==> src/ldm_consts.svh <==
// constants for the line driver fault monitor: offsets, fields, resets, times
`ifndef LDM_CONSTS_SVH
`define LDM_CONSTS_SVH

// system clock rate
`define LDM_CLK_HZ 10000000

// register offsets
`define LDM_ADDR_STATUS 2'h0
`define LDM_ADDR_LINE_CFG 2'h1
`define LDM_ADDR_AUX_CFG 2'h2
`define LDM_ADDR_MODE 2'h3

// status register fields
`define LDM_ST_AUX_IRQ 6
`define LDM_ST_AUX_LVL 5
`define LDM_ST_LINE_LVL 4
`define LDM_ST_LINE_IRQ 3
`define LDM_ST_R33_IRQ 2
`define LDM_ST_FLD_IRQ 1

// line configuration fields
`define LDM_LC_RX_FILTER 7
`define LDM_LC_FAST_SLEW 6
`define LDM_LC_NPN_PNP 5
`define LDM_LC_PUSH_PULL 4
`define LDM_LC_RX_DIS 1

// aux configuration fields
`define LDM_AC_NPN_PNP 5
`define LDM_AC_PUSH_PULL 4

// mode register fields
`define LDM_MD_AUX_FAULT 5
`define LDM_MD_LINE_FAULT 4
`define LDM_MD_FLD_UV 3
`define LDM_MD_R33_UV_EN 1
`define LDM_MD_R33_DIS 0

// reset values
`define LDM_CFG_RST 8'h00
`define LDM_RDATA_RST 8'h00

// fault times in ns
`define LDM_LINE_QUAL_NS 140000
`define LDM_LINE_OFF_NS 240000
`define LDM_AUX_QUAL_NS 440000
`define LDM_RETRY_PERIOD_NS 26000000

`endif

==> src/ldm_pkg.sv <==
// types for the line driver fault monitor
package ldm_pkg;
	typedef enum logic [1:0] {
		FLT_IDLE = 2'b00,
		FLT_QUAL = 2'b01,
		FLT_OFF = 2'b10,
		FLT_RETRY = 2'b11
	} ldm_fault_e;
	typedef logic [17:0] ldm_cnt_t;
endpackage
==> src/ldm_line_driver_fault_monitor.sv <==
// line transceiver control, fault timing with auto-retry and supply supervision
//
// The register addresses and the strobed register port were chosen for this implementation.
`timescale 1ns/10ps
`include "ldm_consts.svh"

module ldm_line_driver_fault_monitor import ldm_pkg::*; #(
	parameter int AUX_QUAL_CYC = (`LDM_AUX_QUAL_NS * (`LDM_CLK_HZ / 1000000) + 999) / 1000,
	parameter int RETRY_PERIOD_CYC = (`LDM_RETRY_PERIOD_NS * (`LDM_CLK_HZ / 1000000)) / 1000
) (
	// clock and reset
	input wire logic clk_sys,
	input wire logic rst_n,
	// register port
	input wire logic [1:0] reg_addr,
	input wire logic [7:0] reg_wdata,
	input wire logic reg_wr,
	input wire logic reg_rd,
	output logic [7:0] reg_rdata,
	// transmit side from the microcontroller
	input wire logic line_tx_enable,
	input wire logic tx_comm_in,
	input wire logic tx_level_in,
	input wire logic aux_out_in,
	// line and aux analog sense
	input wire logic line_level_in,
	input wire logic line_in_window,
	input wire logic line_overcurrent,
	input wire logic aux_overcurrent,
	input wire logic aux_digital_in,
	// supply monitors, high while above threshold
	input wire logic field_supply_ok,
	input wire logic core_5v_supply_ok,
	input wire logic logic_level_supply_ok,
	input wire logic regulator_3v3_ok,
	// driver switches and analog settings
	output logic line_hs_on,
	output logic line_ls_on,
	output logic aux_hs_on,
	output logic aux_ls_on,
	output logic fast_slew_sel,
	output logic rx_filter_sel,
	output logic regulator_3v3_en,
	// receive outputs
	output logic line_receive_out,
	output logic aux_logic_out,
	// open-drain indicators, enable low while pulling low
	output logic undervoltage_out,
	output logic undervoltage_out_oe_n,
	output logic interrupt_out_n,
	output logic interrupt_out_oe_n
);

	// interval counts in system clock cycles
	localparam int LINE_QUAL_CYC = (`LDM_LINE_QUAL_NS * (`LDM_CLK_HZ / 1000000) + 999) / 1000;
	localparam int LINE_OFF_CYC = (`LDM_LINE_OFF_NS * (`LDM_CLK_HZ / 1000000)) / 1000;

	// decode of a strobed access to one register
	function automatic logic reg_hit(input logic [1:0] addr, input logic [1:0] target, input logic strobe);
		reg_hit = strobe && (addr == target);
	endfunction

	logic [7:0] line_cfg, next_line_cfg;
	logic [7:0] aux_cfg, next_aux_cfg;
	logic [1:0] mode_cfg, next_mode_cfg;
	logic line_irq, next_line_irq;
	logic aux_irq, next_aux_irq;
	logic fld_irq, next_fld_irq;
	logic r33_irq, next_r33_irq;
	logic fld_uv_q, next_fld_uv_q;
	logic r33_uv_q, next_r33_uv_q;
	logic powered_up, next_powered_up;
	logic [7:0] next_reg_rdata;
	logic bus_ok;
	logic wr_ok;
	logic rd_ok;
	logic status_rd;
	logic drv_ok;
	logic uv_assert;
	logic [1:0] fcond;
	logic [1:0] fault_act;
	logic [1:0] drv_block;
	logic line_level_cmd;
	logic line_en;
	logic aux_level_cmd;
	logic next_line_hs_on;
	logic next_line_ls_on;
	logic next_aux_hs_on;
	logic next_aux_ls_on;
	logic next_line_receive_out;
	logic next_aux_logic_out;
	logic next_uv_oe_n;
	logic next_irq_oe_n;

	// bus is dead while core or logic supply is low
	assign bus_ok = core_5v_supply_ok && logic_level_supply_ok;
	assign wr_ok = reg_wr && bus_ok;
	assign rd_ok = reg_rd && bus_ok;
	assign status_rd = reg_hit(reg_addr, `LDM_ADDR_STATUS, rd_ok);

	// drivers only run once powered up and all hard supplies are good
	assign drv_ok = powered_up && field_supply_ok && core_5v_supply_ok && logic_level_supply_ok;

	// indicator asserts on any hard supply, and on 3.3V only when enabled
	assign uv_assert = !field_supply_ok || !core_5v_supply_ok || !logic_level_supply_ok ||
		(!regulator_3v3_ok && mode_cfg[`LDM_MD_R33_UV_EN]);

	// line level is the inverse of the two transmit inputs ANDed
	assign line_level_cmd = !(tx_comm_in && tx_level_in);
	// aux output drives the inverse of its logic input
	assign aux_level_cmd = !aux_out_in;
	// line enable follows the transmit enable input, gated by power and the fault timer
	assign line_en = line_tx_enable && drv_ok && !drv_block[0];

	// overcurrent, or open-drain line switched off yet stuck between thresholds
	assign fcond[0] = line_overcurrent ||
		(!line_cfg[`LDM_LC_PUSH_PULL] && !line_hs_on && !line_ls_on && line_in_window);
	assign fcond[1] = aux_overcurrent;

	// one fault timer per output; index 0 is the line, 1 is aux
	for (genvar g = 0; g < 2; g++) begin : g_fault
		localparam ldm_cnt_t QUAL = ldm_cnt_t'(g == 0 ? LINE_QUAL_CYC : AUX_QUAL_CYC);
		localparam ldm_cnt_t OFFC = ldm_cnt_t'(g == 0 ? LINE_OFF_CYC : AUX_QUAL_CYC);
		localparam ldm_cnt_t PERIOD = ldm_cnt_t'(RETRY_PERIOD_CYC - 1);
		localparam ldm_cnt_t WINDOW = ldm_cnt_t'((g == 0 ? LINE_OFF_CYC : AUX_QUAL_CYC) - 1);
		ldm_fault_e st, next_st;
		ldm_cnt_t cnt, next_cnt;
		logic act, next_act;

		// qualify, cut off, then probe periodically until the fault is gone
		always_comb begin
			next_st = st;
			next_cnt = cnt;
			next_act = act;
			unique case (st)
				FLT_IDLE: begin
					next_cnt = '0;
					next_act = 1'b0;
					if (fcond[g]) begin
						next_st = FLT_QUAL;
						next_cnt = ldm_cnt_t'(1);
					end
				end
				FLT_QUAL: begin
					if (!fcond[g]) begin
						next_st = FLT_IDLE;
						next_act = 1'b0;
					end else begin
						next_cnt = cnt + ldm_cnt_t'(1);
						if (cnt == QUAL) begin
							next_act = 1'b1;
						end
						if (cnt == OFFC) begin
							next_st = FLT_OFF;
							next_cnt = '0;
						end
					end
				end
				FLT_OFF: begin
					next_cnt = cnt + ldm_cnt_t'(1);
					if (cnt == PERIOD) begin
						next_st = FLT_RETRY;
						next_cnt = '0;
					end
				end
				FLT_RETRY: begin
					next_cnt = cnt + ldm_cnt_t'(1);
					// judged at the end of the window so inrush at turn-on is not mistaken for a short
					if (cnt == WINDOW) begin
						next_cnt = '0;
						if (fcond[g]) begin
							next_st = FLT_OFF;
						end else begin
							next_st = FLT_IDLE;
							next_act = 1'b0;
						end
					end
				end
			endcase
		end

		// fault timer registers
		always_ff @(posedge clk_sys) begin
			if (!rst_n) begin
				st <= FLT_IDLE;
				cnt <= '0;
				act <= 1'b0;
			end else begin
				st <= next_st;
				cnt <= next_cnt;
				act <= next_act;
			end
		end

		assign fault_act[g] = act;
		assign drv_block[g] = (st == FLT_OFF);
	end

	// configuration writes and sticky interrupt flags
	always_comb begin
		next_line_cfg = line_cfg;
		next_aux_cfg = aux_cfg;
		next_mode_cfg = mode_cfg;
		// only a reset clears configuration, never a field or 3.3V dip
		if (reg_hit(reg_addr, `LDM_ADDR_LINE_CFG, wr_ok)) begin
			next_line_cfg = reg_wdata;
		end
		if (reg_hit(reg_addr, `LDM_ADDR_AUX_CFG, wr_ok)) begin
			next_aux_cfg = reg_wdata;
		end
		if (reg_hit(reg_addr, `LDM_ADDR_MODE, wr_ok)) begin
			next_mode_cfg = reg_wdata[1:0];
		end
		next_fld_uv_q = !field_supply_ok;
		next_r33_uv_q = !regulator_3v3_ok;
		// read clears, but a set in the same cycle wins
		next_line_irq = (line_irq && !status_rd) || fault_act[0];
		next_aux_irq = (aux_irq && !status_rd) || fault_act[1];
		next_fld_irq = (fld_irq && !status_rd) || (!field_supply_ok && !fld_uv_q);
		next_r33_irq = (r33_irq && !status_rd) || (!regulator_3v3_ok && !r33_uv_q);
		// power-up completes once every monitored supply clears lockout
		next_powered_up = powered_up || (field_supply_ok && core_5v_supply_ok &&
			logic_level_supply_ok && regulator_3v3_ok);
	end

	// configuration and flag registers
	always_ff @(posedge clk_sys) begin
		if (!rst_n) begin
			line_cfg <= `LDM_CFG_RST;
			aux_cfg <= `LDM_CFG_RST;
			mode_cfg <= 2'h0;
			line_irq <= 1'b0;
			aux_irq <= 1'b0;
			fld_irq <= 1'b0;
			r33_irq <= 1'b0;
			fld_uv_q <= 1'b0;
			r33_uv_q <= 1'b0;
			powered_up <= 1'b0;
		end else begin
			line_cfg <= next_line_cfg;
			aux_cfg <= next_aux_cfg;
			mode_cfg <= next_mode_cfg;
			line_irq <= next_line_irq;
			aux_irq <= next_aux_irq;
			fld_irq <= next_fld_irq;
			r33_irq <= next_r33_irq;
			fld_uv_q <= next_fld_uv_q;
			r33_uv_q <= next_r33_uv_q;
			powered_up <= next_powered_up;
		end
	end

	// read data, valid only in the cycle after the strobe; silent when the bus is dead
	always_comb begin
		next_reg_rdata = `LDM_RDATA_RST;
		if (rd_ok) begin
			unique case (reg_addr)
				`LDM_ADDR_STATUS: begin
					next_reg_rdata[`LDM_ST_AUX_IRQ] = aux_irq;
					next_reg_rdata[`LDM_ST_AUX_LVL] = aux_digital_in;
					next_reg_rdata[`LDM_ST_LINE_LVL] = line_level_in;
					next_reg_rdata[`LDM_ST_LINE_IRQ] = line_irq;
					next_reg_rdata[`LDM_ST_R33_IRQ] = r33_irq;
					next_reg_rdata[`LDM_ST_FLD_IRQ] = fld_irq;
				end
				`LDM_ADDR_LINE_CFG: begin
					next_reg_rdata = line_cfg;
				end
				`LDM_ADDR_AUX_CFG: begin
					next_reg_rdata = aux_cfg;
				end
				`LDM_ADDR_MODE: begin
					next_reg_rdata[`LDM_MD_AUX_FAULT] = fault_act[1];
					next_reg_rdata[`LDM_MD_LINE_FAULT] = fault_act[0];
					next_reg_rdata[`LDM_MD_FLD_UV] = !field_supply_ok;
					next_reg_rdata[1:0] = mode_cfg;
				end
			endcase
		end
	end

	// driver switch selection and pin outputs
	always_comb begin
		// push-pull uses both switches, open-drain only the chosen side
		if (line_cfg[`LDM_LC_PUSH_PULL]) begin
			next_line_hs_on = line_en && line_level_cmd;
			next_line_ls_on = line_en && !line_level_cmd;
		end else begin
			next_line_hs_on = line_en && line_cfg[`LDM_LC_NPN_PNP] && line_level_cmd;
			next_line_ls_on = line_en && !line_cfg[`LDM_LC_NPN_PNP] && !line_level_cmd;
		end
		// aux output has no enable pin: power and fault timer gate it
		if (aux_cfg[`LDM_AC_PUSH_PULL]) begin
			next_aux_hs_on = drv_ok && !drv_block[1] && aux_level_cmd;
			next_aux_ls_on = drv_ok && !drv_block[1] && !aux_level_cmd;
		end else begin
			next_aux_hs_on = drv_ok && !drv_block[1] && aux_cfg[`LDM_AC_NPN_PNP] && aux_level_cmd;
			next_aux_ls_on = drv_ok && !drv_block[1] && !aux_cfg[`LDM_AC_NPN_PNP] && !aux_level_cmd;
		end
		// receiver keeps running; the disable bit only pins the output high
		next_line_receive_out = line_cfg[`LDM_LC_RX_DIS] || !line_level_in;
		next_aux_logic_out = !aux_digital_in;
		// indicator released until powered up and again during undervoltage
		next_uv_oe_n = !(powered_up && !uv_assert);
		// interrupt pulls low while any flag stands, unless the logic is unpowered
		next_irq_oe_n = !((line_irq || aux_irq || fld_irq || r33_irq) && bus_ok);
	end

	// pin registers
	always_ff @(posedge clk_sys) begin
		if (!rst_n) begin
			reg_rdata <= `LDM_RDATA_RST;
			line_hs_on <= 1'b0;
			line_ls_on <= 1'b0;
			aux_hs_on <= 1'b0;
			aux_ls_on <= 1'b0;
			line_receive_out <= 1'b1;
			aux_logic_out <= 1'b1;
			undervoltage_out_oe_n <= 1'b1;
			interrupt_out_oe_n <= 1'b1;
		end else begin
			reg_rdata <= next_reg_rdata;
			line_hs_on <= next_line_hs_on;
			line_ls_on <= next_line_ls_on;
			aux_hs_on <= next_aux_hs_on;
			aux_ls_on <= next_aux_ls_on;
			line_receive_out <= next_line_receive_out;
			aux_logic_out <= next_aux_logic_out;
			undervoltage_out_oe_n <= next_uv_oe_n;
			interrupt_out_oe_n <= next_irq_oe_n;
		end
	end

	// analog settings straight from configuration
	assign fast_slew_sel = line_cfg[`LDM_LC_FAST_SLEW];
	assign rx_filter_sel = line_cfg[`LDM_LC_RX_FILTER];
	assign regulator_3v3_en = !mode_cfg[`LDM_MD_R33_DIS];
	// open-drain pins only ever pull low
	assign undervoltage_out = 1'b0;
	assign interrupt_out_n = 1'b0;

endmodule

==> config.mk <==
export PLATFORM = sky130hd
export DESIGN_NAME = ldm_line_driver_fault_monitor
export DESIGN_NICKNAME = d
export VERILOG_FILES = /design/src/ldm_pkg.sv /design/src/ldm_line_driver_fault_monitor.sv
export VERILOG_INCLUDE_DIRS = /design/src
export SDC_FILE = /design/constraint.sdc
export NUM_CORES = 1
export LEC_CHECK = 0
export BUFFER_PORTS_ARGS = -buffer_cell sky130_fd_sc_hd__buf_2
export CAP_MARGIN = 40
export CORE_MARGIN = 10
export CORE_UTILIZATION = 58
export DETAILED_ROUTE_END_ITERATION = 10
export PLACE_DENSITY = 0.89
export SETUP_SLACK_MARGIN = 0.5
export SLEW_MARGIN = 20
export SYNTH_ARGS = -nofsm -noshare
export SYNTH_HDL_FRONTEND = slang
export SYNTH_SLANG_ARGS = --single-unit
export TNS_END_PERCENT = 1
==> constraint.sdc <==
create_clock -name clk_sys -period 2.4 [get_ports clk_sys]
set_input_delay 0.24 -clock clk_sys [delete_from_list [all_inputs] [get_ports clk_sys]]
set_output_delay 0.24 -clock clk_sys [all_outputs]
set_load 0.01 [all_outputs]
==> results of run 1 <==
kinds of logic after synthesis:
| logic type | Yosys count | share of synthesized area |
|---|---|---|
| simple gates | 231 | 0.2797 |
| compound gates | 97 | 0.1811 |
| flops | 83 | 0.4002 |
| buf+inv | 52 | 0.05003 |
| xor+xnor | 22 | 0.04641 |
| fa+ha+maj | 13 | 0.03918 |
| other cells | 1 | 0.0009033 |
| mux | 1 | 0.002411 |
power by group through the flow:
stage | combinational, mW | sequential [mW] | clock [mW]
floorplan | 0.314 | 1.47 | 0
global placement | 0.413 | 1.48 | 0
detailed placement | 0.425 | 1.48 | 0
CTS | 0.463 | 1.45 | 1.06
global route | 0.530 | 1.46 | 1.11
finish | 0.479 | 1.45 | 1.06
final cells by class:
class,count,area (um^2),area share
Sequential cell,83,1667,0.3408
Inverter,25,93.84,0.01919
Timing Repair Buffer,66,414.1,0.08470
Clock buffer,9,123.9,0.02533
Tap cell,96,120.1,0.02456
Clock inverter,7,82.58,0.01689
Multi-Input combinational cell,367,2389,0.4885
cell usage in the layout (no fill, tap or decap), drive strengths merged, types with 3 or more instances in the layout:
cell      n
dfxtp    83
nand2    70
buf      66
nor2     52
inv      29
nand3    25
a21boi   21
nor2b    14
o21ai    14
and3     13
ha       13
nand4    12
xnor2    12
nor3     11
xor2     10
o211ai    9
clkbuf    9
nor4      9
a21oi     8
and2      7
a222oi    7
a22oi     6
o2111ai   6
o21a      6
nand3b    4
nor3b     4
o221ai    4
a41o      3
o221a     3
through the flow:
step	setup WS [ps]	util	hold slack, ps	cell area (um^2)	cells
after floorplan	463.9	-	301.9	4184	501
after CTS	389.0	0.7060	36.50	4850	651
final	289.3	0.7118	43.68	4890	653
after detailed placement	152.0	0.6501	422.7	4466	624
after global placement	253.2	0.6501	421.6	4466	624
after global routing	244.2	0.7118	33.86	4890	653
how the worst max path moves through the flow:
stage | start | end | slack, ps | cells past startpoint
3_3_place_gp | g_fault[1].cnt[1] | g_fault[1].cnt[16] | 250 | 8
3_5_place_dp | g_fault[1].cnt[1] | g_fault[1].cnt[16] | 150 | 8
6_report | flop | g_fault[1].cnt[3] | 290 | 6
4_1_cts | g_fault[1].cnt[0] | g_fault[1].act | 390 | 7
5_1_grt | flop | g_fault[1].cnt[3] | 240 | 6
2_1_floorplan | g_fault[1].cnt[0] | g_fault[1].cnt[12] | 460 | 8
flip-flops by register name (all words and copies together) (netlist names), 2 cells and up, named ones only:
name / cells
g_fault.act: 2
reg_rdata: 8
g_fault.st: 2
g_fault.cnt: 36
mode_cfg: 2
aux_cfg: 8
line_cfg: 8
what timing repair did:
item                                    in CTS  in global routing
endpoints found under the setup margin      37                 41
gates resized for setup                     18                  6
cloned                                       2                  0
pin swaps                                   15                  6
buffers inserted                             9                  2
layer usage:
layer,up-vias,wire length (um),track usage,share of wire
met4,0,252,0.05784,0.023
met1,1915,4439,0.2106,0.41
met5,-,0,0,0
li1,1881,-,-,-
met3,35,979,0.06511,0.090
met2,188,5173,0.3160,0.48
critical path, delay by kind of cell (launching register included):
| family | cells | cell delay, ps |
|---|---|---|
| and+or+nand+nor | 1 | 600 |
| AOI/OAI and AO/OA | 4 | 840 |
| DFF | 1 | 420 |
| buffers and inverters | 1 | 140 |
==> run summary, run 1 <==
Overall die height = 104.6 um
Fillers = 511
Synth Warn # = 0
Max-Cap Viols = 0
Outcome = finished, final reports clean
HPWL Detailed = 7.188 mm
Peak supply drop = 0.5788 mV
Total congestion overflow = 0
Measured slew at the worst slew-check pin = 609.9 ps
Area Growth Syn to Fin = 17.78%
Crit path cell chain = or4b_4 > o22a_1 > o21a_4 > buf_6 > o211ai_1 > a22oi_1
Vias = 4,019
Cts hold-fix bufs = 0
Worst Reg2Reg Path Length in Cells = 6
Gate power share = 0.160
Static Leak = 1.814 nW
Final WL = 10.85 mm
Switching pwr = 0.8776 mW
CTS clk-pin slew, worst paths = 90 ps
Clock buffer count from CTS = 9
Tot GR Track Use = 0.1845
Sequential share of power = 0.486
First-pass GRT wire length = 17.22 mm
CTS Sinks = 83
Setup Skew = 9.059 ps
Sequential area share after synthesis = 0.4002
Post-synth EDFFs = 0
Hold path start = aux_digital_in
H-tree lvl count = 3
Achievable frequency = 0.4738 GHz
Count leader, synth = dfxtp_1
Worst EP arrival = 2360 ps
Internal power = 2.113 mW
Number of cells on the worst hold path = 2
Internal reg-to-reg setup slack = 290 ps
Gate count of the mapped netlist = 500
Clk buf depth = 2
Cell row count = 30
Period utilization = 0.8795
Initial DRC count = 306
Post-synth ARST share = 0
Crit path max-delay cell type = or4b_4
Synth top area cells = dfxtp_1 40%, nand2_1 6.3%, nor2_1 4.5%, ha_1 3.9%, a21boi_0 3.4%
Initial Util = 0.6044
Nets = 592
Worst setup path class = flop to flop
Setup Total Neg Slack = 0 ps
Final Setup Violations = 0
Tot Pwr = 2.990 mW
CTS Root Cell = clkbuf_8
Vias in the first global route = 3,809
Setup crit start kind = flop
Remaining DRCs = 0
IO buf count = 45
Via/cell ratio = 6.155
Hold path endpoint = aux_logic_out
Clock Latency Late Sink = 360 ps
Core ar. = 6869 um^2
RSZ-0062 raised after global routing = true
Worst Path Max Fanout = 9
Yosys reg bits = 83
Required @ worst endpoint = 2650 ps
Worst slew margin = 0.5934
Ant diodes = 0
Synth Flop Type = dfxtp_1
Drt pass-1 iters = 6
CP max stage delay = 600 ps
CTS tree = yes
DIE WIDTH = 104.6 um
Clk pwr share = 0.354
Switch share = 0.2935
Die area = 10,940 um^2
Routability congestion estimate = 0.8744
Post-synthesis cell type with the largest combined area = dfxtp_1
Final worst path period need = 2111 ps
Syn_area_per_cell = 8.303 um^2
Drt wl/cell = 16.61 um
Fraction of layout cells with a size suffix above 1 = 0.2011
Hold Crit Class = input pin to flop
PwrDens = 611.5 nW/um^2
Antenna-violating nets left = 0
Crit. End Element = flop
FF-to-FF End = g_fault[1].cnt[3]
Hold Vio Cnt, Final = 0
Largest net degree at the start of global routing = 29
Slew Limit Fails = 0
Synth cell types = 56
Most common library cells after synthesis = 83 x dfxtp_1, 70 x nand2_1, 50 x nor2_1, 25 x inv_1, 25 x nand3_1
Initial antenna violation count = 0
Synth top area share = 0.4002
Synth Cell Area = 4151 um^2
IO Count = 48
Power figures use the tool's default switching activity.
==> inputs of run 2 (changes only) <==
Clock period 2.4 ns to 2.1 ns, I/O delays scaled along.
==> run 2 against run 1 <==
Critical path depth rose by 2; utilization fell by 0.40 points; worst hold slack got worse by 30 ps; flip-flop and latch count did not move; global-route usage rose by 0.93 points; first-iteration DRC count rose by 5.9%; final cell count rose by 0.31%; design area fell by 0.56%; critical endpoint is now g_fault[1].cnt[16]; largest cell class unchanged; largest power group unchanged; highest routed layer unchanged.
==> run summary, run 2 (synthesis results as in run 1) <==
Outcome = finished, final reports clean
Area Growth Syn to Fin = 17.12%
Die area = 10,940 um^2
Drt wl/cell = 16.65 um
Clock Latency Late Sink = 370 ps
Worst slew margin = 0.5700
Clock buffer count from CTS = 9
Hold path endpoint = aux_logic_out
Setup Total Neg Slack = 0 ps
Period utilization = 0.9614
Final WL = 10.91 mm
Internal power = 2.412 mW
CTS Sinks = 83
CTS tree = yes
Core ar. = 6869 um^2
Final cell count without fillers = 655
Setup crit start kind = flop
IO buf count = 45
Tot GR Track Use = 0.1939
Largest net degree at the start of global routing = 26
Dpl ws = 64.49 ps
Hold Crit Class = input pin to flop
Worst r2r src = g_fault[1].cnt[0]
Setup Skew = 15.04 ps
Commonest non-fill, non-tap cell in the layout = dfxtp_1
Cts hold-fix bufs = 0
Crit. End Element = flop
Static Leak = 1.820 nW
Most frequent cells in the layout = 81 x dfxtp_1, 70 x nand2_1, 50 x nor2_1, 45 x buf_2, 25 x nand3_1
Met2 wire len = 5.563 mm
Crit path cell chain = inv_2 > ha_2 > or4b_4 > o22a_1 > o21a_4 > buf_6 > o2111ai_2 > a22oi_1
H-tree lvl count = 3
Clk pwr share = 0.350
Top routing layer in use = met4
Largest Register = g_fault.cnt
Required @ worst endpoint = 2350 ps
Clk buf depth = 2
Achievable frequency = 0.4953 GHz
RSZ-0062 raised after global routing = true
Worst setup path class = flop to flop
Worst Reg2Reg Path Length in Cells = 8
Max FFs per register = 36
HPWL Detailed = 7.815 mm
CTS Root Cell = clkbuf_8
Hold Vio Cnt, Final = 0
Crit path max-delay cell type = or4b_4
IO Count = 48
Sequential share of power = 0.487
Drt pass-1 iters = 5
Met3 Routed Length = 644 um
Ant diodes = 0
FF-to-FF End = g_fault[1].cnt[16]
Worst EP arrival = 2270 ps
DIE WIDTH = 104.6 um
Cell row count = 30
Initial antenna violation count = 0
Routability congestion estimate = 0.9671
Remaining DRCs = 0
Worst Path Max Fanout = 7
Hold path start = aux_digital_in
Fraction of layout cells with a size suffix above 1 = 0.1968
WL met1 = 4.505 mm
Switch share = 0.2929
Vias = 3,911
Antenna-violating nets left = 0
PwrDens = 701.6 nW/um^2
CTS clk-pin slew, worst paths = 100 ps
Number of cells on the worst hold path = 2
Fillers = 499
Internal reg-to-reg setup slack = 80 ps
Switching pwr = 0.9991 mW
Gate power share = 0.164
Overall die height = 104.6 um
Initial Util = 0.6044
CP max stage delay = 460 ps
Vias in the first global route = 3,825
Measured slew at the worst slew-check pin = 645.0 ps
Initial DRC count = 324
Final Setup Violations = 0
Hold_ws = 13.41 ps
Peak supply drop = 0.5152 mV
Cell total after placement = 637
Final core utilization = 0.7078
Final worst path period need = 2019 ps
Total congestion overflow = 0
Nets = 594
Final worst slack = 81.05 ps
Max-Cap Viols = 0
Slew Limit Fails = 0
First-pass GRT wire length = 18.04 mm
Via/cell ratio = 5.971
==> run 2: worst max path at each step <==
stage	from	to	slack [ps]
after floorplan	g_fault[1].cnt[0]	g_fault[1].act	180
final	g_fault[1].cnt[0]	g_fault[1].cnt[16]	80
after global placement	g_fault[1].cnt[0]	g_fault[1].cnt[2]	140
after CTS	g_fault[1].cnt[0]	g_fault[1].act	100
after detailed placement	g_fault[1].cnt[0]	g_fault[1].cnt[2]	60
after global routing	g_fault[1].cnt[0]	g_fault[1].cnt[16]	-10
==> run 2: critical path: cells and delay by family, from the launching register on <==
family / cells / cell delay [ps]
buffers and inverters: 2 / 190
adder cells (fa/ha/maj): 1 / 160
AO/OA/AOI/OAI: 4 / 750
flip-flops: 1 / 340
AND/OR/NAND/NOR: 1 / 460
==> run 2: stage by stage <==
| stage | power, mW | instance area, um^2 |
|---|---|---|
| 6_report | 3.411 | 4862 |
| 5_1_grt | 3.544 | 4862 |
| 4_1_cts | 3.396 | 4833 |
| 3_5_place_dp | 2.224 | 4596 |
| 3_3_place_gp | 2.188 | 4596 |
| 2_1_floorplan | 2.046 | 4213 |
==> run 2: repair_timing <==
action | CTS | global route
endpoints found under the setup margin | 42 | 42
buffers inserted | 1 | 0
resized for setup | 6 | 7
pin swaps | 4 | 0
gates cloned | 1 | 0
==> run 2: cell type report <==
class / instances / area, um^2 / share of cell area
Timing Repair Buffer: 69 / 425.4 / 0.08749
Clock buffer: 10 / 127.6 / 0.02625
Multi-Input combinational cell: 366 / 2357 / 0.4848
Tap cell: 96 / 120.1 / 0.02470
Inverter: 25 / 93.84 / 0.01930
Clock inverter: 6 / 73.82 / 0.01518
Sequential cell: 83 / 1664 / 0.3423
==> run 2: routing by layer <==
layer | vias to the layer above | GRT usage
li1 | 1871 | -
met1 | 1867 | 0.2257
met2 | 152 | 0.3438
met3 | 21 | 0.03747
met4 | 0 | 0.07255
met5 | - | 0
==> run 2: power groups by stage <==
stage	clock, mW	sequential (mW)	combinational, mW
6_report	1.19	1.66	0.559
5_1_grt	1.27	1.67	0.610
4_1_cts	1.20	1.66	0.542
3_5_place_dp	0	1.69	0.530
3_3_place_gp	0	1.69	0.498
2_1_floorplan	0	1.68	0.362
==> inputs of run 3 (changes only) <==
Settings changed: CELL_PAD_IN_SITES_DETAIL_PLACEMENT from default to 0, CELL_PAD_IN_SITES_GLOBAL_PLACEMENT from default to 1, CORE_UTILIZATION 58 to 44, GPL_TIMING_DRIVEN from default to 1, PLACE_DENSITY 0.89 to 0.9, SKIP_CTS_REPAIR_TIMING from default to 1.
==> run 3 against run 2 <==
Critical path depth did not move; utilization fell by 17 points; clock-buffer cell count fell by 1; total power fell by 0.31%; design area rose by 1.0%; critical endpoint is now g_fault[1].cnt[2]; largest cell class unchanged.
==> run summary, run 3 (synthesis results as in run 1) <==
Outcome = finished, final reports clean
Final worst path period need = 1932 ps
Via/cell ratio = 5.591
Achievable frequency = 0.5176 GHz
Ant diodes = 0
Overall die height = 117.1 um
Initial Util = 0.4514
Most frequent cells in the layout = 81 x dfxtp_1, 70 x nand2_1, 50 x nor2_1, 45 x buf_2
CTS Root Cell = clkbuf_8
Measured slew at the worst slew-check pin = 657.2 ps
Max-Cap Viols = 0
CTS clk-pin slew, worst paths = 90 ps
Required @ worst endpoint = 2340 ps
FF-to-FF End = g_fault[1].cnt[2]
Hold Crit Class = input pin to flop
Final WL = 10.17 mm
Clk buf depth = 2
Commonest non-fill, non-tap cell in the layout = dfxtp_1
HPWL Detailed = 7.580 mm
H-tree lvl count = 3
Area Growth Syn to Fin = 18.29%
Largest net degree at the start of global routing = 25
Tot Pwr = 3.400 mW
Drt wl/cell = 15.11 um
Die area = 13,720 um^2
Routability congestion estimate = 0.8215
Final Setup Violations = 0
Tot GR Track Use = 0.1515
Fillers = 879
Nets = 597
DIE WIDTH = 117.1 um
Worst Reg2Reg Path Length in Cells = 8
Fraction of layout cells with a size suffix above 1 = 0.2028
Vias in the first global route = 3,562
Initial antenna violation count = 0
Worst Path Max Fanout = 6
Hold Vio Cnt, Final = 0
Core ar. = 9196 um^2
Period utilization = 0.9201
RSZ-0062 raised after global routing = true
Remaining DRCs = 0
Antenna-violating nets left = 0
Setup Total Neg Slack = 0 ps
Setup Skew = 11.46 ps
Worst slew margin = 0.5619
Crit path to = g_fault[1].cnt[2]
Peak supply drop = 0.4477 mV
PwrDens = 692.4 nW/um^2
Setup crit start kind = flop
Hold_ws = 24.73 ps
Internal reg-to-reg setup slack = 170 ps
Initial DRC count = 198
First-pass GRT wire length = 16.89 mm
Clock buffer count from CTS = 9
Max FFs per register = 36
Static Leak = 1.842 nW
Vias = 3,763
Clock Latency Late Sink = 350 ps
Final core utilization = 0.5340
Largest Register = g_fault.cnt
Worst r2r src = g_fault[1].cnt[0]
CTS tree = yes
Total congestion overflow = 0
IO Count = 48
Worst EP arrival = 2180 ps
Drt pass-1 iters = 7
Cell row count = 35
Worst setup path class = flop to flop
Crit. End Element = flop
IO buf count = 45
CTS Sinks = 83
Crit. Startpoint = g_fault[1].cnt[0]
Slew Limit Fails = 0
run 3: cell types whose count changed in the layout (fill, tap and decap cells not counted), sizes merged:
cell      before  now
buf           69   72
clkinv         1    2
clkbuf        10    9
inv           27   28
clkinvlp       2    1
run 3: how the worst min path moves through the flow:
stage | start | to | slack [ps] | cells past startpoint
6_report | aux_digital_in | aux_logic_out | 20 | 2
5_1_grt | aux_digital_in | aux_logic_out | 9 | 2
4_1_cts | aux_digital_in | aux_logic_out | 6 | 2
3_5_place_dp | aux_digital_in | aux_logic_out | 390 | 2
3_3_place_gp | aux_digital_in | aux_logic_out | 390 | 2
2_1_floorplan | aux_digital_in | aux_logic_out | 270 | 1
run 3: final cells by class:
class | count | area (um^2) | share of cell area
flip-flops and latches | 83 | 1664 | 0.3389
clock inverters | 7 | 83.83 | 0.01707
clock buffers | 9 | 123.9 | 0.02522
repair buffers | 72 | 447.9 | 0.09121
multi-input cells | 366 | 2359 | 0.4803
well taps | 111 | 138.9 | 0.02828
inverters | 25 | 93.84 | 0.01911
run 3: routing by layer:
metal / global-route usage / wire length [um] / vias up
met5: 0 / 0 / -
met3: 0.03976 / 580 / 15
met2: 0.2448 / 4838 / 86
met4: 0.04530 / 159 / 0
li1: - / - / 1882
met1: 0.1936 / 4590 / 1780
run 3: per-stage QoR:
step                      cell area [um^2]  setup WS (ps)  instances
final                                 4911          167.8        673
after floorplan                       4213          183.6        501
after global placement                4637          102.7        655
after detailed placement              4637          44.32        655
after CTS                             4845          48.45        671
after global routing                  4911          72.46        673
run 3: worst max-delay path, stage by stage (launching register included):
cell	delay, ps
dfxtp_2	330
inv_2	50
ha_1	130
or4b_4	450
o22a_1	220
o21a_4	230
buf_6	130
o2111ai_1	200
nand3_1	100
run 3: report_power, final:
part | switching, mW | total, mW | internal [mW]
clock network | 0.629 | 1.20 | 0.570
registers | 0.0415 | 1.66 | 1.62
logic | 0.308 | 0.543 | 0.235
